===== src/logic/clock_status_pkg.sv =====
package clock_status_pkg;

  // Register addresses on the internal I/O bus
  localparam logic [7:0] global_control_status_addr = 8'h00;
  localparam logic [7:0] rom_config_id_addr = 8'h2c;
  localparam logic [7:0] ram_config_id_addr = 8'h2d;
  localparam logic [7:0] cpu_type_id_addr = 8'h2e;
  localparam logic [7:0] silicon_revision_id_addr = 8'h2f;
  localparam logic [7:0] unmapped_read_value = 8'h00;

  // Field positions of the global control/status register
  localparam int cause_msb = 7;
  localparam int cause_lsb = 6;
  localparam int force_bit = 5;
  localparam int select_msb = 4;
  localparam int select_lsb = 2;
  localparam int priority_msb = 1;
  localparam int priority_lsb = 0;

  // Reset-cause codes
  localparam logic [1:0] cause_none = 2'h0;
  localparam logic [1:0] cause_watchdog = 2'h1;
  localparam logic [1:0] cause_reset = 2'h3;

  // Values after reset
  localparam logic [2:0] select_reset = 3'h0;
  localparam logic [1:0] priority_reset = 2'h0;
  localparam logic [3:0] divide_reset = 4'h8;
  localparam logic [4:0] term_reset = 5'h07;
  localparam logic [7:0] lfsr_seed = 8'h5a;

  // Identifier codes; the values are arbitrary
  localparam logic [4:0] rom_id_code = 5'h1a;
  localparam logic [4:0] ram_id_code = 5'h1b;
  localparam logic [4:0] cpu_id_code = 5'h1c;
  localparam logic [4:0] revision_id_code = 5'h1d;

  // Baud tick from the 32.768 kHz clock: fractional accumulator
  localparam logic [15:0] baud_step = 16'h0960;
  localparam int baud_carry_bit = 15;

  typedef enum logic [1:0] {
    cs_none = 2'b00,
    cs_short = 2'b01,
    cs_self_timed = 2'b11
  } cs_mode_type;

  typedef enum logic [1:0] {
    spread_off = 2'b00,
    spread_normal = 2'b01,
    spread_strong = 2'b11
  } spread_mode_type;

  typedef enum logic {
    sp_even = 1'b0,
    sp_owed = 1'b1
  } spread_state_type;

  // Clock plan selected by the clock select field
  typedef struct packed {
    logic [3:0] cpu_div;
    logic [3:0] periph_div;
    logic slow;
    logic osc_on;
    cs_mode_type cs;
  } clk_plan_type;

  function automatic clk_plan_type decode_select(input logic [2:0] sel);
    clk_plan_type p;
    p = '{cpu_div: 4'h8, periph_div: 4'h8, slow: 1'b0, osc_on: 1'b1, cs: cs_short};
    case (sel)
      3'h0: p = '{4'h8, 4'h8, 1'b0, 1'b1, cs_short};
      3'h1: p = '{4'h8, 4'h1, 1'b0, 1'b1, cs_short};
      3'h2: p = '{4'h1, 4'h1, 1'b0, 1'b1, cs_none};
      3'h3: p = '{4'h2, 4'h2, 1'b0, 1'b1, cs_none};
      3'h4: p = '{4'h1, 4'h1, 1'b1, 1'b1, cs_self_timed};
      3'h5: p = '{4'h1, 4'h1, 1'b1, 1'b0, cs_self_timed};
      3'h6: p = '{4'h4, 4'h4, 1'b0, 1'b1, cs_short};
      3'h7: p = '{4'h6, 4'h6, 1'b0, 1'b1, cs_short};
      default: p = '{4'h8, 4'h8, 1'b0, 1'b1, cs_short};
    endcase
    return p;
  endfunction

endpackage


===== src/logic/pin_sync.sv =====
`timescale 1ns/1ps
module pin_sync #(
  parameter int width = 4
) (
  input wire logic ref_clk,
  input wire logic rst,
  input wire logic [width-1:0] pin_in,
  output logic [width-1:0] level_out
);
  import clock_status_pkg::*;

  // Three stages per bit; the level moves once stages two and three agree
  genvar i;
  generate
    for (i = 0; i < width; i++) begin : g_bit
      logic s1_reg, s2_reg, s3_reg, stable_reg;
      always_ff @(posedge ref_clk or posedge rst) begin
        if (rst) begin
          s1_reg <= 1'b0;
          s2_reg <= 1'b0;
          s3_reg <= 1'b0;
          stable_reg <= 1'b0;
        end else begin
          s1_reg <= pin_in[i];
          s2_reg <= s1_reg;
          s3_reg <= s2_reg;
          if (s2_reg == s3_reg) begin
            stable_reg <= s3_reg;
          end
        end
      end
      assign level_out[i] = stable_reg;
    end
  endgenerate

endmodule // pin_sync


===== src/logic/clk_divider.sv =====
`timescale 1ns/1ps
module clk_divider (
  input wire logic ref_clk,
  input wire logic rst,
  input wire logic restart,
  input wire logic [3:0] divide_in,
  input wire logic slow,
  input wire logic slow_tick,
  input wire logic spread_on,
  output logic tick,
  output logic near_end
);
  import clock_status_pkg::*;

  logic [4:0] cnt_reg;
  logic [4:0] term_reg;
  logic [3:0] div_reg;
  logic [4:0] base_term;
  spread_state_type state_reg;

  // Period end: own count, or the 32 kHz edge in slow modes
  assign base_term = {1'b0, div_reg} - 5'h01;
  assign tick = slow ? slow_tick : (cnt_reg == term_reg);
  // Last two undivided clocks of the period
  assign near_end = !slow && ((cnt_reg + 5'h01) >= term_reg);

  // Period counter; a stretched period is paid back by a shrunk one unless a restart clears the owed state first
  always_ff @(posedge ref_clk or posedge rst) begin
    if (rst) begin
      cnt_reg <= 5'h00;
      term_reg <= term_reset;
      div_reg <= divide_reset;
      state_reg <= sp_even;
    end else if (restart) begin
      cnt_reg <= 5'h00;
      div_reg <= divide_in;
      term_reg <= {1'b0, divide_in} - 5'h01;
      state_reg <= sp_even;
    end else if (!slow) begin
      if (tick) begin
        cnt_reg <= 5'h00;
        case (state_reg)
          sp_owed: begin
            term_reg <= base_term - 5'h01;
            state_reg <= sp_even;
          end
          sp_even: begin
            if (spread_on && div_reg >= 4'h2) begin
              term_reg <= base_term + 5'h01;
              state_reg <= sp_owed;
            end else begin
              term_reg <= base_term;
            end
          end
          default: begin
            term_reg <= base_term;
            state_reg <= sp_even;
          end
        endcase
      end else begin
        cnt_reg <= cnt_reg + 5'h01;
      end
    end
  end

endmodule // clk_divider


===== src/logic/global_clock_status_and_id.sv =====
`timescale 1ns/1ps
module global_clock_status_and_id (
  input wire logic ref_clk,
  input wire logic rst,
  input wire logic [7:0] io_addr,
  input wire logic io_wr,
  input wire logic io_rd,
  input wire logic [7:0] io_wdata,
  output logic [7:0] io_rdata,
  input wire logic [1:0] boot_mode_pins,
  input wire logic boot_fetch_ignore,
  input wire logic slow_clk_pin,
  input wire logic watchdog_timeout,
  input wire logic ps_short_cs,
  input wire clock_status_pkg::spread_mode_type spread_mode,
  input wire logic mem_cs_req,
  output logic mem_chip_sel,
  output logic cpu_clk_en,
  output logic periph_clk_en,
  output logic main_osc_enable,
  output clock_status_pkg::cs_mode_type cs_mode,
  output logic periodic_force,
  output logic [1:0] periodic_priority,
  output logic baud_tick
);
  import clock_status_pkg::*;

  logic [2:0] select_reg;
  logic [2:0] active_select_reg;
  logic [1:0] priority_reg;
  logic [1:0] cause_reg;
  logic [7:0] rdata_reg;
  logic force_reg;
  logic [7:0] lfsr_reg;
  logic [15:0] baud_acc_reg;
  logic baud_reg;
  logic slow_level_reg;
  logic cpu_en_reg, periph_en_reg, osc_reg, mem_cs_reg;
  cs_mode_type cs_mode_reg;

  logic [3:0] synced;
  logic [1:0] boot_pins_s;
  logic boot_ignore_s, slow_level_s, slow_tick;
  logic wr_gcs, rd_gcs, pending, switch_now, spread_on;
  logic cpu_tick, periph_tick, cpu_near_end;
  logic [2:0] id_top;
  logic [15:0] baud_sum;
  cs_mode_type cs_mode_next;
  clk_plan_type plan_active, plan_new;

  // Pins from outside the clock domain
  pin_sync #(.width(4)) u_sync (
    .ref_clk(ref_clk),
    .rst(rst),
    .pin_in({slow_clk_pin, boot_fetch_ignore, boot_mode_pins}),
    .level_out(synced)
  );
  assign boot_pins_s = synced[1:0];
  assign boot_ignore_s = synced[2];
  assign slow_level_s = synced[3];

  // Rising edge of the 32.768 kHz clock as an enable
  always_ff @(posedge ref_clk or posedge rst) begin
    if (rst) begin
      slow_level_reg <= 1'b0;
    end else begin
      slow_level_reg <= slow_level_s;
    end
  end
  assign slow_tick = slow_level_s && !slow_level_reg;

  // Bus decode
  assign wr_gcs = io_wr && (io_addr == global_control_status_addr);
  assign rd_gcs = io_rd && (io_addr == global_control_status_addr);

  // Software-written control fields
  always_ff @(posedge ref_clk or posedge rst) begin
    if (rst) begin
      select_reg <= select_reset;
      priority_reg <= priority_reset;
    end else if (wr_gcs) begin
      select_reg <= io_wdata[select_msb:select_lsb];
      priority_reg <= io_wdata[priority_msb:priority_lsb];
    end
  end

  // Forced periodic interrupt request, one-cycle pulse
  always_ff @(posedge ref_clk or posedge rst) begin
    if (rst) begin
      force_reg <= 1'b0;
    end else begin
      force_reg <= wr_gcs && io_wdata[force_bit];
    end
  end

  // Reset cause; a watchdog event wins over a clearing read
  always_ff @(posedge ref_clk or posedge rst) begin
    if (rst) begin
      cause_reg <= cause_reset;
    end else if (watchdog_timeout) begin
      cause_reg <= cause_watchdog;
    end else if (rd_gcs) begin
      cause_reg <= cause_none;
    end
  end

  // Identification upper bits shared by all four registers
  assign id_top = {boot_ignore_s, boot_pins_s};

  // Read data, one cycle after the read strobe
  always_ff @(posedge ref_clk or posedge rst) begin
    if (rst) begin
      rdata_reg <= unmapped_read_value;
    end else if (io_rd) begin
      case (io_addr)
        global_control_status_addr: begin
          rdata_reg <= {cause_reg, 1'b0, select_reg, priority_reg};
        end
        rom_config_id_addr: rdata_reg <= {id_top, rom_id_code};
        ram_config_id_addr: rdata_reg <= {id_top, ram_id_code};
        cpu_type_id_addr: rdata_reg <= {id_top, cpu_id_code};
        silicon_revision_id_addr: rdata_reg <= {id_top, revision_id_code};
        default: rdata_reg <= unmapped_read_value;
      endcase
    end
  end
  // Identification addresses have no write path at all

  // Clock plans: active one and the one software asked for
  assign plan_active = decode_select(active_select_reg);
  assign plan_new = decode_select(select_reg);
  assign pending = select_reg != active_select_reg;
  // Switch only where both clocks end a period together
  assign switch_now = pending && cpu_tick && periph_tick;

  always_ff @(posedge ref_clk or posedge rst) begin
    if (rst) begin
      active_select_reg <= select_reset;
    end else if (switch_now) begin
      active_select_reg <= select_reg;
    end
  end

  // Pattern source for spreading, stepped once per CPU period
  always_ff @(posedge ref_clk or posedge rst) begin
    if (rst) begin
      lfsr_reg <= lfsr_seed;
    end else if (cpu_tick) begin
      lfsr_reg <= {lfsr_reg[6:0], lfsr_reg[7] ^ lfsr_reg[5] ^ lfsr_reg[4] ^ lfsr_reg[3]};
    end
  end

  // Strong adjusts every pair of periods, normal only on pattern bits
  always_comb begin
    case (spread_mode)
      spread_strong: spread_on = 1'b1;
      spread_normal: spread_on = lfsr_reg[0];
      default: spread_on = 1'b0;
    endcase
  end

  clk_divider u_cpu_div (
    .ref_clk(ref_clk),
    .rst(rst),
    .restart(switch_now),
    .divide_in(plan_new.cpu_div),
    .slow(plan_active.slow),
    .slow_tick(slow_tick),
    .spread_on(spread_on),
    .tick(cpu_tick),
    .near_end(cpu_near_end)
  );

  clk_divider u_periph_div (
    .ref_clk(ref_clk),
    .rst(rst),
    .restart(switch_now),
    .divide_in(plan_new.periph_div),
    .slow(plan_active.slow),
    .slow_tick(slow_tick),
    .spread_on(spread_on),
    .tick(periph_tick),
    .near_end()
  );

  // Power-save chip select mode
  always_comb begin
    if (ps_short_cs) begin
      cs_mode_next = plan_active.cs;
    end else begin
      cs_mode_next = cs_none;
    end
  end

  // Clock enables, oscillator control and chip select outputs
  always_ff @(posedge ref_clk or posedge rst) begin
    if (rst) begin
      cpu_en_reg <= 1'b0;
      periph_en_reg <= 1'b0;
      osc_reg <= 1'b1;
      cs_mode_reg <= cs_none;
      mem_cs_reg <= 1'b0;
    end else begin
      cpu_en_reg <= cpu_tick;
      periph_en_reg <= periph_tick;
      osc_reg <= plan_active.osc_on;
      cs_mode_reg <= cs_mode_next;
      if (cs_mode_next == cs_short) begin
        mem_cs_reg <= mem_cs_req && cpu_near_end;
      end else begin
        mem_cs_reg <= mem_cs_req;
      end
    end
  end

  // 2400 baud from the 32.768 kHz edge by fractional accumulation
  assign baud_sum = baud_acc_reg + baud_step;
  always_ff @(posedge ref_clk or posedge rst) begin
    if (rst) begin
      baud_acc_reg <= 16'h0000;
      baud_reg <= 1'b0;
    end else begin
      baud_reg <= slow_tick && baud_sum[baud_carry_bit];
      if (slow_tick) begin
        baud_acc_reg <= {1'b0, baud_sum[baud_carry_bit-1:0]};
      end
    end
  end

  assign io_rdata = rdata_reg;
  assign mem_chip_sel = mem_cs_reg;
  assign cpu_clk_en = cpu_en_reg;
  assign periph_clk_en = periph_en_reg;
  assign main_osc_enable = osc_reg;
  assign cs_mode = cs_mode_reg;
  assign periodic_force = force_reg;
  assign periodic_priority = priority_reg;
  assign baud_tick = baud_reg;

endmodule // global_clock_status_and_id


===== config.mk =====
export PLATFORM = sky130hd
export DESIGN_NAME = global_clock_status_and_id
export DESIGN_NICKNAME = d
export VERILOG_FILES = /design/src/logic/clock_status_pkg.sv /design/src/logic/pin_sync.sv /design/src/logic/clk_divider.sv /design/src/logic/global_clock_status_and_id.sv
export SDC_FILE = /design/constraint.sdc
export NUM_CORES = 1
export LEC_CHECK = 0
export ABC_AREA = 0
export BUFFER_PORTS_ARGS = -buffer_cell sky130_fd_sc_hd__buf_4
export CAP_MARGIN = 20
export CORE_MARGIN = 1
export CORE_UTILIZATION = 50
export CTS_CLUSTER_DIAMETER = 80
export DETAILED_ROUTE_END_ITERATION = 8
export PLACE_DENSITY = 0.66
export SLEW_MARGIN = 10
export SYNTH_ARGS = -nofsm -noshare
export SYNTH_HDL_FRONTEND = slang
export SYNTH_HIERARCHICAL = 1
export SYNTH_SLANG_ARGS = --single-unit

===== constraint.sdc =====
create_clock -name ref_clk -period 9.7 [get_ports ref_clk]
set_input_delay 1.455 -clock ref_clk [delete_from_list [all_inputs] [get_ports ref_clk]]
set_output_delay 1.455 -clock ref_clk [all_outputs]
set_load 0.02 [all_outputs]

==> flow_summary.toml, run 1 <==
[clock_tree]
root_buffer = "clkbuf_8"
cts.reportedPaths.clkPinSlew_ps = 110
cts_setup_buffers = 0
clock_latency_ps = 360
post_cts_resize_count = 0
clock_path_buffers = 2
hold_buffers = 0
cts_tree = "built"
cts_buffers = 9
clock_sinks = 91
h-tree-depth = 3

[global_routing]
grt.busiest_layer = "met2"
grt_max_degree = 49
antenna_found_initial = 0
met2_usage_pct = 30.1
use_met3_pct = 4.39
track_usage_pct = 19.3
grt_pass1_wl_mm = 15.2
grt_util_met1_pct = 26.6
grt_pass1_vias = 3197
overflow = 0

[place]
dp_slack_ps = 6430
dpl-instance-area_um2 = 5220
place_congestion = 0.794
port_buffers = 44
dpl.hpwl_mm = 6.17

[floorplan]
design.core.area_um2 = 9280
die_w_um = 100
die_y_um = 100
start_util_pct = 51.9
core.rowCount = 35
die_area_um2 = 10000
io_pins = 47

[min_path]
hold_depth = 0
hp-start = "u_sync/g_bit[3].s1_reg$_DFF_PP0_"
worstHoldEndpoint = "u_sync/g_bit[3].s2_reg$_DFF_PP0_"
holdCritPathClass = "flop to flop"

[detailed_routing]
drt-initial-drc-count = 71
vias_per_cell = 5.24
drc = 0
postRouteAntennaNets = 0
wl_per_cell_um = 14.2
wl_mm = 8.63
vias = 3187
drtPass1Iterations = 4

[cells_and_area]
area_growth_pct = 12.5
nets = 527
final_cell_mix = "dfrtp_1, buf_4, inv_1"
largest_reg_flops = 10
ff_latch_area_um2 = 2300
final_common_cell = "dfrtp_1"
fillers = 837
multi_input_area_um2 = 2260
diodes = 0
drive_gt1_share_pct = 26.7
fin_area_um2 = 5420

[timing]
relSlewSlack_pct = 39.7
worst_slack_ps = 6380
slew_violations = 0
min_period_ps = 3320
period_share_pct = 34.3
setup-violations-final = 0
grt_setup_unrepaired = "no"
fmax_mhz = 301
skew_ps = 15.9
tightestPinTransition_ps = 903
hold_viol = 0
fin_tns_setup_ps = 0

[power]
ir_drop_mv = 0.108
power_density_nw_per_um2 = 212
finalPower_mw = 1.15
p_leak_nw = 2.47

[critical_path]
path_class = "flop to flop"
ff2ff_path_depth = 10
crit_required_ps = 9990
critPathLaunchType = "flop"
startpoint = "u_cpu_div/term_reg[0]$_DFFE_PP1P_"
crit_arrival_ps = 3620
ff2ff_setup_slack_ps = 6380
end_kind = "flop"
path_max_fanout = 48
worstReg2RegEnd = "u_cpu_div/term_reg[4]$_DFFE_PP0P_"
r2r_start = "u_cpu_div/term_reg[0]$_DFFE_PP1P_"

[synth]
synth_nets = 487
synth_area_um2 = 4810
ys_warn_count = 6
avgSynthCellArea_um2 = 11.1
syn_inst = 434

[run]
max_cap_viol_count = 0

[outcome]
status = "completed"
-- where the power goes --
group | leakage [nW] | switching [mW] | internal, mW
Clock | 0.0990 | 0.152 | 0.102
Combinational | 1.26 | 0.168 | 0.180
Sequential | 1.11 | 0.0817 | 0.466
-- critical path, stage by stage (launching register included) --
cell	delay, ps
dfstp_2	560
ha_1	240
nor2_1	110
and4_4	280
nand2_4	140
nand2_1	420
nand2_1	280
a31oi_4	200
buf_4	450
or4bb_1	480
o21ai_1	100
-- per-stage QoR --
| stage | util (%) | hold slack (ps) | cells |
|---|---|---|---|
| 3_5_place_dp | 56.2 | 335 | 592 |
| 2_1_floorplan | - | 331 | 434 |
| 4_1_cts | 58.3 | 360 | 608 |
| 5_1_grt | 58.3 | 376 | 608 |
| 3_3_place_gp | 56.2 | 333 | 592 |
| 6_report | 58.3 | 358 | 608 |
-- final cells by class --
| type | count | area share, % |
|---|---|---|
| Clock inverter | 7 | 1.39 |
| Sequential cell | 91 | 42.4 |
| Tap cell | 129 | 2.98 |
| Inverter | 40 | 2.77 |
| Clock buffer | 9 | 2.29 |
| Multi-Input combinational cell | 286 | 41.8 |
| Timing Repair Buffer | 46 | 6.38 |
-- per-layer routing --
metal | wire [um] | part of all wire [%]
met2 | 3960 | 46
met3 | 343 | 4.0
met4 | 158 | 1.8
met1 | 4170 | 48
met5 | 0 | 0
-- worst max-delay path by stage --
stage	to	slack [ps]	cells after the start
after detailed placement	u_cpu_div/term_reg[4]$_DFFE_PP0P_	6430	10
after global routing	u_cpu_div/term_reg[4]$_DFFE_PP0P_	6140	12
after floorplan	u_cpu_div/term_reg[3]$_DFFE_PP0P_	6510	13
final	u_cpu_div/term_reg[4]$_DFFE_PP0P_	6380	10
after CTS	u_cpu_div/term_reg[4]$_DFFE_PP0P_	6410	10
after global placement	u_cpu_div/term_reg[4]$_DFFE_PP0P_	6480	10
No activity file was read; power rests on OpenSTA's default activity.
==> run 2, diff against run 1 <==
Settings changed: PLACE_DENSITY 0.66 to 0.69.
Clock period 9.7 ns to 2.8 ns, I/O delays scaled along.
==> flow_summary.toml, run 2 (synthesis gave the netlist of run 1 again) <==
[outcome]
status = "completed"

[timing]
fmax_mhz = 399
hold_viol = 0
skew_ps = 14.3
period_share_pct = 89.6
fin_tns_setup_ps = 0
relSlewSlack_pct = 38.3
setup-violations-final = 0
slew_violations = 0
min_period_ps = 2510
tightestPinTransition_ps = 925
worst_slack_ps = 292
grt_setup_unrepaired = "no"

[power]
power_density_nw_per_um2 = 727
power_frac_seq_pct = 47.4
clkPwrFrac_pct = 22.1
p_int_mw = 2.60
p_leak_nw = 2.52
ir_drop_mv = 0.358
p_sw_share_pct = 34.9
finalPower_mw = 3.99
pwr-share-comb_pct = 30.5
power.switching_mw = 1.39

[place]
place_congestion = 0.849
dp_slack_ps = 205
dpl.hpwl_mm = 6.62
port_buffers = 44

[global_routing]
overflow = 0
antenna_found_initial = 0
grt_max_degree = 46
grt_pass1_vias = 3198
track_usage_pct = 19.8
grt_pass1_wl_mm = 15.4

[cells_and_area]
nets = 536
area_growth_pct = 14.2
final_common_cell = "dfrtp_1"
largest_reg_flops = 10
final_cell_mix = "dfrtp_1, buf_4, inv_1"
drive_gt1_share_pct = 28.1
diodes = 0

[min_path]
holdCritPathClass = "input port to asynchronous set/reset pin"

[clock_tree]
h-tree-depth = 3
cts_buffers = 9
root_buffer = "clkbuf_8"
clock_sinks = 91
cts.reportedPaths.clkPinSlew_ps = 110
cts_tree = "built"
clock_path_buffers = 2
post_cts_resize_count = 0
clock_latency_ps = 370
hold_buffers = 0

[floorplan]
io_pins = 47
design.core.area_um2 = 9280
die_area_um2 = 10000
start_util_pct = 51.9
die_y_um = 100
die_w_um = 100
core.rowCount = 35

[critical_path]
ff2ff_setup_slack_ps = 290
crit_arrival_ps = 2760
cp.depth = 12
worstReg2RegEnd = "u_periph_div/term_reg[3]$_DFFE_PP0P_"
critPathLaunchType = "flop"
end_kind = "flop"
startpoint = "u_periph_div/term_reg[0]$_DFFE_PP1P_"
critPathTopFamily = "simple AND/OR/NAND/NOR gates"
r2r_start = "u_periph_div/term_reg[0]$_DFFE_PP1P_"
path_max_fanout = 9
path_class = "flop to flop"
critPathBufInv = 2
critPathCapture = "u_periph_div/term_reg[3]$_DFFE_PP0P_"
ff2ff_path_depth = 12
crit_required_ps = 3060
slowest_stage = "dfstp_2"
path_cells = "ha_1 -> nor2_1 -> and4_4 -> nand2_4 -> nand2_1 -> nand2_1 -> a31oi_4 -> buf_4 -> buf_4 -> nor2_1 -> a22oi_1 -> o31ai_2"
critPathMaxStageDelay_ps = 550

[detailed_routing]
drt-initial-drc-count = 127
drc = 0
drtPass1Iterations = 4
wl_per_cell_um = 14.4
wl_mm = 8.91
vias = 3265
postRouteAntennaNets = 0
vias_per_cell = 5.29

[run]
max_cap_viol_count = 0
run 2: layer usage:
layer / share of wire [%] / global-route usage, % / vias to the layer above
met4: 1.8 / 7.69 / 0
li1: - / - / 1608
met2: 47 / 31.2 / 59
met1: 48 / 27.0 / 1590
met3: 3.5 / 4.04 / 8
met5: 0 / 0 / -
run 2: area by class of cell:
type / instances / area [um2]
clock inverter: 7 / 76.3
timing repair buffer: 55 / 425
tap: 129 / 161
sequential: 91 / 2300
clock buffer: 9 / 124
multi-input combinational: 286 / 2260
inverter: 40 / 150
fill: 794 / 3790
run 2: metrics by stage:
stage,utilization [%],cell area [um2],instances,hold WS (ps)
2_1_floorplan,-,4830,434,319
3_3_place_gp,56.8,5280,598,335
3_5_place_dp,56.8,5280,598,337
4_1_cts,59.0,5480,614,126
5_1_grt,59.2,5500,617,125
6_report,59.2,5500,617,120
run 2: worst min-delay path by stage:
stage / from / endpoint / slack, ps
finish: rst / u_sync/g_bit[3].stable_reg$_DFFE_PP0N_ / 120
global route: boot_mode_pins[1] / u_sync/g_bit[1].s1_reg$_DFF_PP0_ / 120
CTS: rst / u_sync/g_bit[3].stable_reg$_DFFE_PP0N_ / 130
detailed placement: u_sync/g_bit[2].s1_reg$_DFF_PP0_ / u_sync/g_bit[2].s2_reg$_DFF_PP0_ / 340
global placement: u_sync/g_bit[2].s1_reg$_DFF_PP0_ / u_sync/g_bit[2].s2_reg$_DFF_PP0_ / 340
floorplan: rst / u_cpu_div/cnt_reg[0]$_DFFE_PP0P_ / 320
run 2: power groups by stage:
stage	logic (mW)	registers [mW]	clock network, mW
3_3_place_gp	1.19	1.91	0
6_report	1.22	1.89	0.883
2_1_floorplan	1.06	1.84	0
4_1_cts	1.23	1.90	0.912
5_1_grt	1.39	1.94	0.960
3_5_place_dp	1.23	1.92	0
run 2: timing repair:
| action | CTS | global route |
|---|---|---|
| setup endpoints to repair | 0 | 1 |
| hold endpoints to repair | 0 | 0 |
| buffers inserted | 0 | 3 |
==> run 3, diff against run 2 <==
Settings changed: PLACE_DENSITY 0.69 to 0.71, SKIP_CTS_REPAIR_TIMING from default to 1, SYNTH_HIERARCHICAL 1 to default.
==> flow_summary.toml, run 3 <==
[global_routing]
grt_pass1_wl_mm = 14.6
antenna_found_initial = 0
overflow = 0
track_usage_pct = 19.2
grt_max_degree = 43
grt_pass1_vias = 3152

[critical_path]
end_kind = "flop"
slowest_stage = "dfrtp_1"
critPathLaunchType = "flop"
crit_arrival_ps = 2610
ff2ff_setup_slack_ps = 440
critPathTopFamily = "simple AND/OR/NAND/NOR gates"
critPathMaxStageDelay_ps = 560
critPathBufInv = 1
crit_required_ps = 3050
path_cells = "inv_1 -> ha_1 -> a21boi_2 -> or4b_1 -> and4_1 -> a311oi_1 -> o31ai_1"
path_max_fanout = 8
path_class = "flop to flop"

[synth]
synthArstFlopShare_pct = 100
yosysTopAreaCell = "dfrtp_1"
synth_nets = 475
synthTopCellsByArea = "dfrtp_1, dfstp_2, xnor2_1, ha_1, o21ai_0"
synth_commonest_cells = "dfrtp_1, nand2_1, o21ai_0, xnor2_1, inv_1"
synth_edf_count = 0
synth_area_um2 = 4500
avgSynthCellArea_um2 = 10.6
yosysSeqAreaShare_pct = 49.9
yosysMostFrequentCell = "dfrtp_1"
ys_types = 59
ys_dominant_reg_cell = "dfrtp_1"
synth-seq-cells = 89
ys_warn_count = 0
syn_inst = 423
synth_top_area_share_pct = 41.1

[floorplan]
design.core.area_um2 = 8720
start_util_pct = 51.6
io_pins = 47
die_area_um2 = 9380
core.rowCount = 34
die_y_um = 96.9
die_w_um = 96.9

[detailed_routing]
drc = 0
wl_mm = 8.33
vias = 3162
wl_per_cell_um = 14.3
drtPass1Iterations = 5
drt-initial-drc-count = 139
postRouteAntennaNets = 0
vias_per_cell = 5.42

[timing]
fmax_mhz = 424
slew_violations = 0
holdWs_ps = 135
tightestPinTransition_ps = 712
skew_ps = 14.1
fin_tns_setup_ps = 0
grt_setup_unrepaired = "no"
relSlewSlack_pct = 52.5
setup-violations-final = 0
min_period_ps = 2360
hold_viol = 0
period_share_pct = 84.3

[cells_and_area]
nets = 522
area_growth_pct = 14.0
diodes = 0
final_cell_mix = "dfrtp_1, buf_4, nand2_1"
final_common_cell = "dfrtp_1"
fillers = 734
drive_gt1_share_pct = 23.2
largest_reg_flops = 10

[place]
place_congestion = 0.862
port_buffers = 44
dpl.hpwl_mm = 6.03

[clock_tree]
clock_sinks = 89
cts_buffers = 9
clock_latency_ps = 370
h-tree-depth = 3
clock_path_buffers = 2
root_buffer = "clkbuf_8"
cts_tree = "built"
cts.reportedPaths.clkPinSlew_ps = 100

[min_path]
holdCritPathClass = "input port to asynchronous set/reset pin"

[run]
max_cap_viol_count = 0

[power]
p_leak_nw = 2.29
power_density_nw_per_um2 = 761
ir_drop_mv = 0.274

[outcome]
status = "completed"
## run 3: metal layers
layer	wire length [um]	share of wire (%)	GRT usage [%]
met1	3930	47	24.9
met2	4010	48	31.4
met3	180	2.2	3.18
met4	210	2.5	9.18
met5	0	0	0
## run 3: cell type report
cell class,count,area [um2],area share [%]
Sequential cell,89,2250,43.8
Multi-Input combinational cell,290,2070,40.4
Timing Repair Buffer,51,383,7.46
Tap cell,108,135,2.63
Clock buffer,10,128,2.49
Inverter,29,110,2.15
Clock inverter,6,56.3,1.10
## run 3: worst paths after layout
path	startpoint	endpoint	depth (start not counted)
max in group asynchronous	rst	cause_reg[0]$_DFFE_PP1P_	3
min in group ref_clk	boot_mode_pins[1]	u_sync.g_bit[1].s1_reg$_DFF_PP0_	1
setup reg to reg	u_periph_div.div_reg[2]$_DFFE_PP0P_	u_periph_div.term_reg[4]$_DFFE_PP0P_	7
hold reg to reg	u_sync.g_bit[0].s1_reg$_DFF_PP0_	u_sync.g_bit[0].s2_reg$_DFF_PP0_	0
setup / recovery	u_periph_div.div_reg[2]$_DFFE_PP0P_	u_periph_div.term_reg[4]$_DFFE_PP0P_	7
hold / removal	rst	periodic_priority[1]$_DFFE_PP0P_	2
## run 3: metrics by stage
stage / total power [mW] / setup slack (ps) / utilization, % / area (um2) / instances
floorplan: 2.80 / 97.9 / - / 4500 / 423
global placement: 3.04 / 526 / 56.6 / 4940 / 566
detailed placement: 3.11 / 491 / 56.6 / 4940 / 566
CTS: 3.94 / 466 / 58.7 / 5120 / 582
global route: 4.19 / 244 / 58.8 / 5130 / 583
finish: 3.90 / 439 / 58.8 / 5130 / 583
## run 3: worst register-to-register path, delay by kind of cell, from the launching register on
family / cells / cell delay [ps]
and+or+nand+nor: 2 / 650
AOI/OAI and AO/OA: 3 / 610
DFF: 1 / 560
adders and majority gates: 1 / 250
buffers and inverters: 1 / 190
## run 3: power by group
part	switching [mW]	leakage [nW]	internal, mW
sequential	0.270	1.08	1.59
combinational	0.608	1.12	0.613
clock	0.493	0.0815	0.333
## run 3: logic make-up (layout without fill, tap and decap cells)
logic type,after synthesis,count (layout),share of synthesized area (%)
xor+xnor,43,43,8.37
simple gates,114,114,13.2
flops,89,89,49.9
mux,12,12,3.00
buf+inv,44,96,4.06
compound gates,94,94,14.2
fa+ha+maj,27,27,7.28
